--- src/common/srb_pkg.sv ---
// What this block does
// - decode registers from top address down to bound
// - unmapped register addresses read as zero
// - banked-only range refuses the access-bank shortcut
// - serial address and mask share one location
// - parallel address and output share, mode selects
// - indirect entries are aliases without storage
// - interrupt wake pushes counter, advances stack pointer
// - interrupt wake loads high or low vector
// - wake leaves a cause flag set
// - power-on class loads first-class values
// - soft reset class loads second-class values
// - watchdog or interrupt wake keeps registers other than cause flags and stack
// - unimplemented bits read zero, ignore writes
// - no deep-sleep registers without core regulator
// - no parallel port registers on 28-pin variant
package srb_pkg;
   // decode window
   localparam logic [11:0] TOP_ADDR = 12'hfff;
   localparam logic [11:0] LOW_ADDR = 12'hf40;
   localparam logic [11:0] BANKED_LO = 12'hec0;
   localparam logic [11:0] BANKED_HI = 12'hf5f;
   // reserved locations
   localparam logic [11:0] RSV_A = 12'hfd4;
   localparam logic [11:0] RSV_B = 12'hf87;
   localparam logic [11:0] RSV_LO = 12'hf60;
   localparam logic [11:0] RSV_HI = 12'hf65;
   // indirect alias groups, one per pointer pair
   localparam int NPTR = 3;
   localparam logic [11:0] IND_BASE [NPTR] = '{12'hfeb, 12'hfe3, 12'hfdb};
   localparam logic [11:0] IND_SPAN = 12'h004;
   // wake-up vectors and control bits
   localparam logic [20:0] VEC_HIGH = 21'h000008;
   localparam logic [20:0] VEC_LOW = 21'h000018;
   localparam int HI_EN_BIT = 7;
   localparam int LO_EN_BIT = 6;
   localparam logic [7:0] WAKE_FLAG_MASK = 8'h07;
   localparam logic [7:0] STK_PTR_MASK = 8'h1f;
   localparam logic [7:0] KEEP_ALL = 8'hff;
   localparam logic [7:0] KEEP_NONE = 8'h00;
   // register groups
   localparam logic [1:0] G_CORE = 2'h0;
   localparam logic [1:0] G_PMP = 2'h1;
   localparam logic [1:0] G_DS = 2'h2;
   localparam logic [1:0] G_DSK = 2'h3;
   // views of shared addresses
   localparam logic [2:0] V_ALL = 3'h0;
   localparam logic [2:0] V_SA1 = 3'h1;
   localparam logic [2:0] V_SM1 = 3'h2;
   localparam logic [2:0] V_SA2 = 3'h3;
   localparam logic [2:0] V_SM2 = 3'h4;
   localparam logic [2:0] V_PMA = 3'h5;
   localparam logic [2:0] V_PMO = 3'h6;
   typedef struct packed {
      logic [11:0] adr;
      logic [7:0] r1;
      logic [7:0] r2;
      logic [7:0] k2;
      logic [7:0] im;
      logic [1:0] grp;
      logic [2:0] vw;
   } srb_entry_t;
   localparam int NREG = 56;
   // address, class-1 value, class-2 value, class-2 keep, implemented
   localparam srb_entry_t MAP [NREG] = '{
      '{12'hfa6, 8'h00, 8'h00, 8'h00, 8'hff, G_CORE, V_ALL},
      '{12'hfa7, 8'h00, 8'h00, 8'h00, 8'hff, G_CORE, V_ALL},
      '{12'hfc0, 8'h00, 8'h00, 8'h00, 8'hff, G_CORE, V_ALL},
      '{12'hfd0, 8'h00, 8'h00, 8'h00, 8'hff, G_CORE, V_ALL},
      '{12'hfd8, 8'h00, 8'h00, 8'h00, 8'hff, G_CORE, V_ALL},
      '{12'hfe0, 8'h00, 8'h00, 8'h00, 8'hff, G_CORE, V_ALL},
      '{12'hfe8, 8'h00, 8'h00, 8'h00, 8'hff, G_CORE, V_ALL},
      '{12'hff0, 8'h00, 8'h00, 8'h00, 8'hff, G_CORE, V_ALL},
      '{12'hff1, 8'h00, 8'h00, 8'h00, 8'hff, G_CORE, V_ALL},
      '{12'hff2, 8'h00, 8'h00, 8'h00, 8'hff, G_CORE, V_ALL},
      '{12'hff9, 8'h00, 8'h00, 8'h00, 8'hff, G_CORE, V_ALL},
      '{12'hffa, 8'h00, 8'h00, 8'h00, 8'hff, G_CORE, V_ALL},
      '{12'hffb, 8'h00, 8'h00, 8'h00, 8'hff, G_CORE, V_ALL},
      '{12'hffc, 8'h00, 8'h00, 8'h00, 8'hff, G_CORE, V_ALL},
      '{12'hffd, 8'h00, 8'h00, 8'h00, 8'hff, G_CORE, V_ALL},
      '{12'hffe, 8'h00, 8'h00, 8'h00, 8'hff, G_CORE, V_ALL},
      '{12'hfff, 8'h00, 8'h00, 8'h00, 8'hff, G_CORE, V_ALL},
      '{12'hfc8, 8'h00, 8'h00, 8'h00, 8'hff, G_CORE, V_SA1},
      '{12'hfc8, 8'h00, 8'h00, 8'h00, 8'hff, G_CORE, V_SM1},
      '{12'hf74, 8'h00, 8'h00, 8'h00, 8'hff, G_CORE, V_SA2},
      '{12'hf74, 8'h00, 8'h00, 8'h00, 8'hff, G_CORE, V_SM2},
      '{12'hf6f, 8'h00, 8'h00, 8'h00, 8'hff, G_PMP, V_PMA},
      '{12'hf6e, 8'h00, 8'h00, 8'h00, 8'hff, G_PMP, V_PMA},
      '{12'hf6f, 8'h00, 8'h00, 8'h00, 8'hff, G_PMP, V_PMO},
      '{12'hf6e, 8'h00, 8'h00, 8'h00, 8'hff, G_PMP, V_PMO},
      '{12'hf40, 8'h00, 8'h00, 8'h00, 8'hff, G_PMP, V_ALL},
      '{12'hf41, 8'h00, 8'h00, 8'h00, 8'hff, G_PMP, V_ALL},
      '{12'hf42, 8'h00, 8'h00, 8'h00, 8'hff, G_PMP, V_ALL},
      '{12'hf43, 8'h00, 8'h00, 8'h00, 8'hff, G_PMP, V_ALL},
      '{12'hf44, 8'h00, 8'h00, 8'h00, 8'hff, G_PMP, V_ALL},
      '{12'hf45, 8'h00, 8'h00, 8'h00, 8'hff, G_PMP, V_ALL},
      '{12'hf46, 8'h00, 8'h00, 8'h00, 8'hcf, G_PMP, V_ALL},
      '{12'hf47, 8'h8f, 8'h8f, 8'h00, 8'hcf, G_PMP, V_ALL},
      '{12'hf48, 8'h00, 8'h00, 8'h00, 8'hff, G_CORE, V_ALL},
      '{12'hf49, 8'h00, 8'h00, 8'h03, 8'h13, G_CORE, V_ALL},
      '{12'hf4a, 8'h00, 8'h00, 8'hff, 8'hff, G_DSK, V_ALL},
      '{12'hf4b, 8'h00, 8'h00, 8'hff, 8'hff, G_DSK, V_ALL},
      '{12'hf4c, 8'h00, 8'h00, 8'h07, 8'h87, G_DS, V_ALL},
      '{12'hf4d, 8'h00, 8'h00, 8'h04, 8'h07, G_DS, V_ALL},
      '{12'hf4e, 8'h00, 8'h00, 8'h00, 8'h01, G_DS, V_ALL},
      '{12'hf4f, 8'h01, 8'h00, 8'h00, 8'hdd, G_DS, V_ALL},
      '{12'hf50, 8'h00, 8'h00, 8'h00, 8'hdf, G_CORE, V_ALL},
      '{12'hf51, 8'h00, 8'h00, 8'h00, 8'hff, G_CORE, V_ALL},
      '{12'hf52, 8'h00, 8'h00, 8'h03, 8'h03, G_CORE, V_ALL},
      '{12'hf53, 8'h00, 8'h00, 8'h03, 8'h03, G_CORE, V_ALL},
      '{12'hf54, 8'h00, 8'h00, 8'h03, 8'h03, G_CORE, V_ALL},
      '{12'hf55, 8'h00, 8'h00, 8'hbf, 8'hbf, G_CORE, V_ALL},
      '{12'hf56, 8'h00, 8'h00, 8'hff, 8'hff, G_CORE, V_ALL},
      '{12'hf57, 8'h00, 8'h00, 8'h00, 8'hbf, G_CORE, V_ALL},
      '{12'hf58, 8'h00, 8'h00, 8'h00, 8'h07, G_CORE, V_ALL},
      '{12'hf59, 8'h00, 8'h00, 8'h00, 8'h01, G_CORE, V_ALL},
      '{12'hf5a, 8'h1f, 8'h1f, 8'h00, 8'h1f, G_CORE, V_ALL},
      '{12'hf5b, 8'h1f, 8'h1f, 8'h00, 8'h1f, G_CORE, V_ALL},
      '{12'hf5c, 8'h1f, 8'h1f, 8'h00, 8'h1f, G_CORE, V_ALL},
      '{12'hf5d, 8'h1f, 8'h1f, 8'h00, 8'h1f, G_CORE, V_ALL},
      '{12'hf5e, 8'h1f, 8'h1f, 8'h00, 8'h1f, G_CORE, V_ALL}
   };
   // indices of entries the logic touches
   localparam int IDX_UNLOCK = 1;
   localparam int IDX_INT_CTL1 = 9;
   localparam int IDX_STK_PTR = 13;
   localparam int IDX_STK_L = 14;
   localparam int IDX_STK_H = 15;
   localparam int IDX_STK_U = 16;
   localparam int IDX_SSP1_ADR = 17;
   localparam int IDX_PMA_H = 21;
   localparam int IDX_CMP_REF = 33;
   localparam int IDX_DS_CTL_H = 37;
   localparam int IDX_AN_SEL1 = 41;
   localparam int IDX_AN_SEL0 = 42;
   localparam int IDX_CAL_TRIM = 47;
   localparam int IDX_REMAP24 = 51;
endpackage : srb_pkg

--- src/srb_sfr_bank.sv ---
`timescale 1ns/1ps
module srb_sfr_bank #(
   parameter logic PKG_28PIN = 1'b0,
   parameter logic NO_REGULATOR = 1'b0
) (
   // clock and reset
   input wire logic clk,
   input wire logic rst_n,
   // core data-memory access
   input wire logic [11:0] core_addr,
   input wire logic core_rd,
   input wire logic core_wr,
   input wire logic [7:0] core_wdata,
   input wire logic core_access_bank,
   // shared-address view selects
   input wire logic [1:0] ssp_mask_view,
   input wire logic parport_master,
   // reset classes and wake-up
   input wire logic reset_class1,
   input wire logic reset_class2,
   input wire logic wake_event,
   input wire logic wake_by_irq,
   input wire logic wake_high_prio,
   input wire logic [7:0] wake_flags,
   input wire logic [20:0] program_counter,
   // read answer
   output logic [7:0] rd_data_reg,
   output logic rd_valid_reg,
   output logic access_err_reg,
   // indirect alias request to the pointer logic
   output logic indirect_req_reg,
   output logic [1:0] indirect_ptr_reg,
   output logic [2:0] indirect_step_reg,
   // wake-up vector load
   output logic vector_load_reg,
   output logic [20:0] vector_addr_reg
);
   localparam int N = srb_pkg::NREG;

   logic [7:0] reg_q [N];
   logic [7:0] hw_data [N];
   logic [N-1:0] hit;
   logic [N-1:0] sw_we;
   logic [N-1:0] hw_we;
   logic [6:0] view_ok;
   logic [3:0] grp_ok;
   logic in_region;
   logic banked_only;
   logic blocked;
   logic reserved;
   logic go;
   logic ind_hit;
   logic [1:0] ind_ptr;
   logic [2:0] ind_step;
   logic [7:0] rd_mux;
   logic [7:0] int_ctl1;
   logic [7:0] stk_ptr;
   logic wake_push;

   ////////////////////////////////////////////////////////////////////
   // address classification

   // register space runs from the low bound to the top address
   assign in_region = (core_addr >= srb_pkg::LOW_ADDR) &&
                      (core_addr <= srb_pkg::TOP_ADDR);

   // banked-only window cannot be reached by the shortcut
   assign banked_only = (core_addr >= srb_pkg::BANKED_LO) &&
                        (core_addr <= srb_pkg::BANKED_HI);
   assign blocked = core_access_bank && banked_only;

   // reserved holes: writes are dropped, reads give zero
   assign reserved = (core_addr == srb_pkg::RSV_A) ||
                     (core_addr == srb_pkg::RSV_B) ||
                     ((core_addr >= srb_pkg::RSV_LO) &&
                      (core_addr <= srb_pkg::RSV_HI));

   assign go = in_region && !blocked && !reserved;

   // which of the two meanings each shared address shows
   always_comb begin
      view_ok = 7'h00;
      view_ok[srb_pkg::V_ALL] = 1'b1;
      view_ok[srb_pkg::V_SA1] = !ssp_mask_view[0];
      view_ok[srb_pkg::V_SM1] = ssp_mask_view[0];
      view_ok[srb_pkg::V_SA2] = !ssp_mask_view[1];
      view_ok[srb_pkg::V_SM2] = ssp_mask_view[1];
      view_ok[srb_pkg::V_PMA] = parport_master;
      view_ok[srb_pkg::V_PMO] = !parport_master;
   end

   // variant groups that exist on this build
   always_comb begin
      grp_ok = 4'h0;
      grp_ok[srb_pkg::G_CORE] = 1'b1;
      grp_ok[srb_pkg::G_PMP] = !PKG_28PIN;
      grp_ok[srb_pkg::G_DS] = !NO_REGULATOR;
      grp_ok[srb_pkg::G_DSK] = !NO_REGULATOR;
   end

   // indirect aliases: no storage, only a pointer and a step
   always_comb begin
      ind_hit = 1'b0;
      ind_ptr = 2'h0;
      ind_step = 3'h0;
      for (int p = 0; p < srb_pkg::NPTR; p++) begin
         if ((core_addr >= srb_pkg::IND_BASE[p]) &&
             (core_addr <= srb_pkg::IND_BASE[p] + srb_pkg::IND_SPAN)
             && !blocked) begin
            ind_hit = 1'b1;
            ind_ptr = 2'(p);
            ind_step = 3'(core_addr - srb_pkg::IND_BASE[p]);
         end
      end
   end

   // entry match: address, variant, and current view
   always_comb begin
      for (int i = 0; i < N; i++) begin
         hit[i] = go && !ind_hit &&
                  (core_addr == srb_pkg::MAP[i].adr) &&
                  view_ok[srb_pkg::MAP[i].vw] &&
                  grp_ok[srb_pkg::MAP[i].grp];
         sw_we[i] = core_wr && hit[i];
      end
   end

   ////////////////////////////////////////////////////////////////////
   // wake-up side effects

   assign int_ctl1 = reg_q[srb_pkg::IDX_INT_CTL1];
   assign stk_ptr = reg_q[srb_pkg::IDX_STK_PTR];

   // interrupt wake with either global enable set
   assign wake_push = wake_event && wake_by_irq &&
                      (int_ctl1[srb_pkg::HI_EN_BIT] ||
                       int_ctl1[srb_pkg::LO_EN_BIT]);

   // hardware updates; the flag set merges with a core write
   always_comb begin
      for (int i = 0; i < N; i++) begin
         hw_we[i] = 1'b0;
         hw_data[i] = 8'h00;
      end
      if (wake_event) begin
         hw_we[srb_pkg::IDX_INT_CTL1] = 1'b1;
         hw_data[srb_pkg::IDX_INT_CTL1] =
            (sw_we[srb_pkg::IDX_INT_CTL1] ? core_wdata : int_ctl1) |
            (wake_flags & srb_pkg::WAKE_FLAG_MASK);
      end
      if (wake_push) begin
         hw_we[srb_pkg::IDX_STK_L] = 1'b1;
         hw_we[srb_pkg::IDX_STK_H] = 1'b1;
         hw_we[srb_pkg::IDX_STK_U] = 1'b1;
         hw_we[srb_pkg::IDX_STK_PTR] = 1'b1;
         hw_data[srb_pkg::IDX_STK_L] = program_counter[7:0];
         hw_data[srb_pkg::IDX_STK_H] = program_counter[15:8];
         hw_data[srb_pkg::IDX_STK_U] =
            8'(program_counter[20:16]);
         hw_data[srb_pkg::IDX_STK_PTR] =
            (stk_ptr & ~srb_pkg::STK_PTR_MASK) |
            ((stk_ptr + 8'h01) & srb_pkg::STK_PTR_MASK);
      end
   end

   ////////////////////////////////////////////////////////////////////
   // register storage

   // one cell per entry; wake by watchdog sets only the cause flags in int_ctl1
   for (genvar g = 0; g < N; g++) begin : g_cell
      localparam logic [7:0] K1 =
         (srb_pkg::MAP[g].grp == srb_pkg::G_DSK) ?
         srb_pkg::KEEP_ALL : srb_pkg::KEEP_NONE;
      srb_cell #(
         .RST1(srb_pkg::MAP[g].r1),
         .KEEP1(K1),
         .RST2(srb_pkg::MAP[g].r2),
         .KEEP2(srb_pkg::MAP[g].k2),
         .IMPL(srb_pkg::MAP[g].im)
      ) u_cell (
         .clk(clk),
         .rst_n(rst_n),
         .clr1(reset_class1),
         .clr2(reset_class2),
         .sw_we(sw_we[g]),
         .sw_data(core_wdata),
         .hw_we(hw_we[g]),
         .hw_data(hw_data[g]),
         .q(reg_q[g])
      );
   end

   ////////////////////////////////////////////////////////////////////
   // read path

   // unmatched addresses leave the mux at zero
   always_comb begin
      rd_mux = 8'h00;
      for (int i = 0; i < N; i++) begin
         if (hit[i] && (i != srb_pkg::IDX_UNLOCK)) begin
            rd_mux = rd_mux | (reg_q[i] & srb_pkg::MAP[i].im);
         end
      end
   end

   // read data, answered one cycle after the request
   always_ff @(posedge clk or negedge rst_n) begin
      if (!rst_n) begin
         rd_data_reg <= 8'h00;
         rd_valid_reg <= 1'b0;
      end else begin
         rd_valid_reg <= core_rd;
         if (core_rd) begin
            rd_data_reg <= rd_mux;
         end
      end
   end

   // error pulse for shortcut misuse or a reserved write
   always_ff @(posedge clk or negedge rst_n) begin
      if (!rst_n) begin
         access_err_reg <= 1'b0;
      end else begin
         access_err_reg <= ((core_rd || core_wr) && blocked) ||
                           (core_wr && reserved);
      end
   end

   // alias request handed to the pointer logic
   always_ff @(posedge clk or negedge rst_n) begin
      if (!rst_n) begin
         indirect_req_reg <= 1'b0;
         indirect_ptr_reg <= 2'h0;
         indirect_step_reg <= 3'h0;
      end else begin
         indirect_req_reg <= (core_rd || core_wr) && ind_hit;
         if (ind_hit) begin
            indirect_ptr_reg <= ind_ptr;
            indirect_step_reg <= ind_step;
         end
      end
   end

   // vector load toward the program counter
   always_ff @(posedge clk or negedge rst_n) begin
      if (!rst_n) begin
         vector_load_reg <= 1'b0;
         vector_addr_reg <= 21'h000000;
      end else begin
         vector_load_reg <= wake_push;
         if (wake_push) begin
            vector_addr_reg <= wake_high_prio ?
               srb_pkg::VEC_HIGH : srb_pkg::VEC_LOW;
         end
      end
   end

   logic quiet;
   assign quiet = !reset_class1 && !reset_class2;
endmodule : srb_sfr_bank

--- src/srb_cell.sv ---
`timescale 1ns/1ps
module srb_cell #(
   parameter logic [7:0] RST1 = 8'h00,
   parameter logic [7:0] KEEP1 = 8'h00,
   parameter logic [7:0] RST2 = 8'h00,
   parameter logic [7:0] KEEP2 = 8'h00,
   parameter logic [7:0] IMPL = 8'hff
) (
   // clock and reset
   input wire logic clk,
   input wire logic rst_n,
   // reset classes
   input wire logic clr1,
   input wire logic clr2,
   // core write
   input wire logic sw_we,
   input wire logic [7:0] sw_data,
   // hardware update, wins over the core write
   input wire logic hw_we,
   input wire logic [7:0] hw_data,
   // stored value
   output logic [7:0] q
);
   // one register: class-1 reset, class-2 reset, hardware, core
   always_ff @(posedge clk or negedge rst_n) begin
      if (!rst_n) begin
         q <= RST1 & IMPL;
      end else if (clr1) begin
         q <= ((RST1 & ~KEEP1) | (q & KEEP1)) & IMPL;
      end else if (clr2) begin
         q <= ((RST2 & ~KEEP2) | (q & KEEP2)) & IMPL;
      end else if (hw_we) begin
         q <= hw_data & IMPL;
      end else if (sw_we) begin
         q <= sw_data & IMPL;
      end
   end
endmodule : srb_cell

--- config.mk ---
export PLATFORM = sky130hd
export DESIGN_NAME = srb_sfr_bank
export DESIGN_NICKNAME = d
export VERILOG_FILES = /design/src/common/srb_pkg.sv /design/src/srb_sfr_bank.sv /design/src/srb_cell.sv
export SDC_FILE = /design/constraint.sdc
export NUM_CORES = 1
export LEC_CHECK = 0
export BUFFER_PORTS_ARGS = -buffer_cell sky130_fd_sc_hd__buf_2
export CORE_UTILIZATION = 45
export CTS_BUF_LIST = sky130_fd_sc_hd__clkbuf_16
export DETAILED_ROUTE_END_ITERATION = 12
export HOLD_SLACK_MARGIN = 0.12
export SLEW_MARGIN = 40
export SYNTH_ARGS = -nofsm -noshare
export SYNTH_HDL_FRONTEND = slang
export SYNTH_SLANG_ARGS = --single-unit
--- constraint.sdc ---
create_clock -name clk -period 2.3 [get_ports clk]
set_input_delay 0 -clock clk [delete_from_list [all_inputs] [get_ports clk]]
set_output_delay 0 -clock clk [all_outputs]
set_load 0.005 [all_outputs]
==> run summary <==
DRC viols: 0
Slowest-stage cell, CP: nor3_1
Distinct cells, synth: 76
Clock-pin slew on the worst setup and hold paths: 0.06 ns
Min-delay src: core_addr[5]
Crit-path max FO: 2
IO Count: 100
Rows: 75
Detailed Route WL: 80800 um
Layout area overhead: 24.6%
Final cycle utilization of the critical path: 97.3%
Worst setup SP type: flip-flop
Root Driver: clkbuf_16
P_leak: 10.7 nW
Clock buffer depth: 3
Final #Nets: 2460
Die H: 209 um
Via count: 18228
Non-Filler Instances: 2966
Worst slew pin tran: 0.775 ns
Worst path cell trace: and4_1 > a221o_1 > nor3_1 > buf_4 > o221ai_1 > a221o_1 > o32a_1
First-pass GRT wire length: 119000 um
Required time worst endpoint: 2.76 ns
TritonCTS clock tree: yes
Overall Global Routing Usage: 37.1%
Max Clk Rate: 447 MHz
H-tree Lvls: 2
Min cycle time layout: 2.24 ns
Hold WC Path Type: input pin to flip-flop
Power per cell area: 620 nW/um^2
Slew Limit Headroom: 48.4%
Max FFs per register: 365
Synth area leader: dfrtp_1
Sequential area share after synthesis: 49.9%
YS warnings: 0
Final Hold Fails: 0
Avg Inst Size Synth: 9.18 um^2
Most common library cells after synthesis: nand2_1 (449), dfrtp_1 (353), a21oi_1 (225)
Die width: 209 um
Most frequent cell after synthesis: nand2_1
Largest net degree at the start of global routing: 98
Max-cap violation count: 0
Post-Synthesis Cells: 2105
Placed Cells: 2820
CP max stage delay: 0.42 ns
Worst-Skew Late Latency: 0.59 ns
Initial antenna violation count: 1
Outcome: finished clean
Area contributors post-synth: dfrtp_1 (46%), nand2_1 (8.7%), mux2i_1 (7.1%)
CTS sink count: 384
Mapped cell area: 19300 um^2
Worst Setup End Kind: flip-flop
Post-CTS setup buffer count: 0
Num CTS Buffers: 44
Setup Viol. Count Final: 0
Share of synthesized flip-flops with an asynchronous set or reset: 100%
Via density: 6.15
GP Congestion: 1.00
CP Launch Point: g_cell[53].u_cell.q[4]
Wirelength per Cell: 27.2 um
Critical path class: flip-flop to flip-flop
Post-route ant nets: 0
I/O Buffers: 75
Fin Setup TNS: 0 ns
RSZ-0062 raised after global routing: false
Cell mode on critical path: a221o_1
Hpwl dp: 57500 um
RR Startpoint: g_cell[53].u_cell.q[4]
1st-iter DRT viols: 2154
CP arrival: 2.70 ns
Worst Skew: 0.0171 ns
Grt total ovfl: 0
Number of synthesized flops with an enable pin: 0
CP Buf/Inv Count: 1
Share of the synthesized area in the top cell type: 45.7%
Share of cells above drive strength 1: 20.6%
Initial Utilization: 45.9%
First-pass DRT Iterations: 6
Die Area: 43800 um^2
Core area: 42100 um^2
CP delay by family, top: compound AO/OA/AOI/OAI gates
Maximum vdd ir drop: 593 uV
#FFs+latches synth: 384
Fillers: 3762
Vias in the first global route: 17695
Most common flop cell mapped by yosys: dfrtp_1
Final Max Slew Viols: 0
worst register-to-register path, delay by kind of cell (launching register included):
family          cells  cell delay, ns
compound gates      4            0.95
buf+inv             1            0.20
flops               1            0.38
simple gates        2            0.61
path summary, 6_finish.rpt:
path	depth (start not counted)	slack, ns	end
worst max-delay path	7	0.06	rd_data_reg[4]
worst min-delay path	5	0.18	indirect_req_reg
worst max register to register	7	0.06	rd_data_reg[4]
worst min register to register	1	0.47	vector_addr_reg[3]
max in group asynchronous	5	1.05	g_cell[23].u_cell.q[1]
min in group asynchronous	3	0.65	g_cell[54].u_cell.q[4]
metal layers:
layer / vias to the layer above / track usage, % / wire, um
met2: 897 / 57.9 / 36800
met5: - / 0 / 0
met3: 209 / 6.33 / 6570
met1: 9119 / 50.7 / 33500
li1: 8003 / - / -
met4: 0 / 16.8 / 3840
layout make-up:
class                   count  area [um^2]  share of cell area [%]
multi-input cells        1544         8960                    37.2
repair buffers            409         3420                    14.2
clock inverters            34          233                   0.966
inverters                  10         37.5                   0.156
diodes                      1         2.50                  0.0104
clock buffers              45         1130                    4.67
flip-flops and latches    384         9650                    40.0
well taps                 539          674                    2.80
timing repair:
item	4_1_cts	5_1_grt
setup endpoints to repair	0	2
gates resized for setup	0	2
hold endpoints to repair	608	0
hold buffers	66	0
per-stage QoR:
| step | hold slack (ns) | cell area (um^2) | total power, mW | setup slack (ns) | utilization, % |
|---|---|---|---|---|---|
| 3_3_place_gp | -0.0266 | 22000 | 8.10 | -0.268 | 52.3 |
| 5_1_grt | 0.198 | 24100 | 15.3 | 0.00531 | 57.2 |
| 3_5_place_dp | -0.0212 | 22000 | 8.11 | -0.351 | 52.3 |
| 4_1_cts | 0.159 | 24100 | 15.0 | 0.0656 | 57.2 |
| 6_report | 0.179 | 24100 | 14.9 | 0.0625 | 57.2 |
| 2_1_floorplan | -0.296 | 19400 | 7.43 | 0.136 | - |
cell usage in the layout, fill, tap and decap left out, types with 6 or more instances in the layout:
master / synthesis / final
a22o_1: 15 / 15
buf_2: 23 / 74
a221oi_1: 10 / 10
and3_1: 9 / 9
dlygate4sd3_1: 0 / 65
and3b_1: 7 / 7
nand2b_1: 8 / 8
nor2_2: 5 / 6
mux2_2: 31 / 31
mux2i_1: 138 / 138
o21ai_0: 29 / 29
a222oi_1: 14 / 14
buf_12: 0 / 27
nor3_1: 18 / 18
nand3_1: 113 / 113
inv_1: 9 / 19
dfstp_2: 31 / 31
clkbuf_16: 0 / 45
nor4_1: 7 / 7
nand3b_1: 6 / 6
clkinv_1: 1 / 12
and2_1: 16 / 16
a22oi_1: 75 / 75
clkinv_2: 0 / 6
o2bb2ai_1: 7 / 7
a21oi_1: 225 / 224
a31oi_1: 13 / 13
nand2_1: 449 / 448
nand4_1: 15 / 15
nor2_1: 162 / 161
conb_1: 1 / 19
o31ai_1: 26 / 26
o211ai_1: 7 / 7
dfrtp_1: 353 / 353
buf_4: 19 / 240
or3_1: 8 / 8
a211oi_1: 6 / 6
cell families after synthesis:
kind of cell	Yosys count	synth area share [%]
compound gates	478	15.9
xor+xnor	2	0.0906
fa+ha+maj	5	0.324
buf+inv	195	4.30
flops	384	49.9
mux	169	8.95
other cells	1	0.0194
simple gates	871	20.5
power breakdown:
| part | internal (mW) | switching (mW) |
|---|---|---|
| combinational | 0.411 | 0.846 |
| clock | 3.87 | 2.97 |
| sequential | 6.80 | 0.0426 |
No activity file was read; power rests on OpenSTA's default activity.
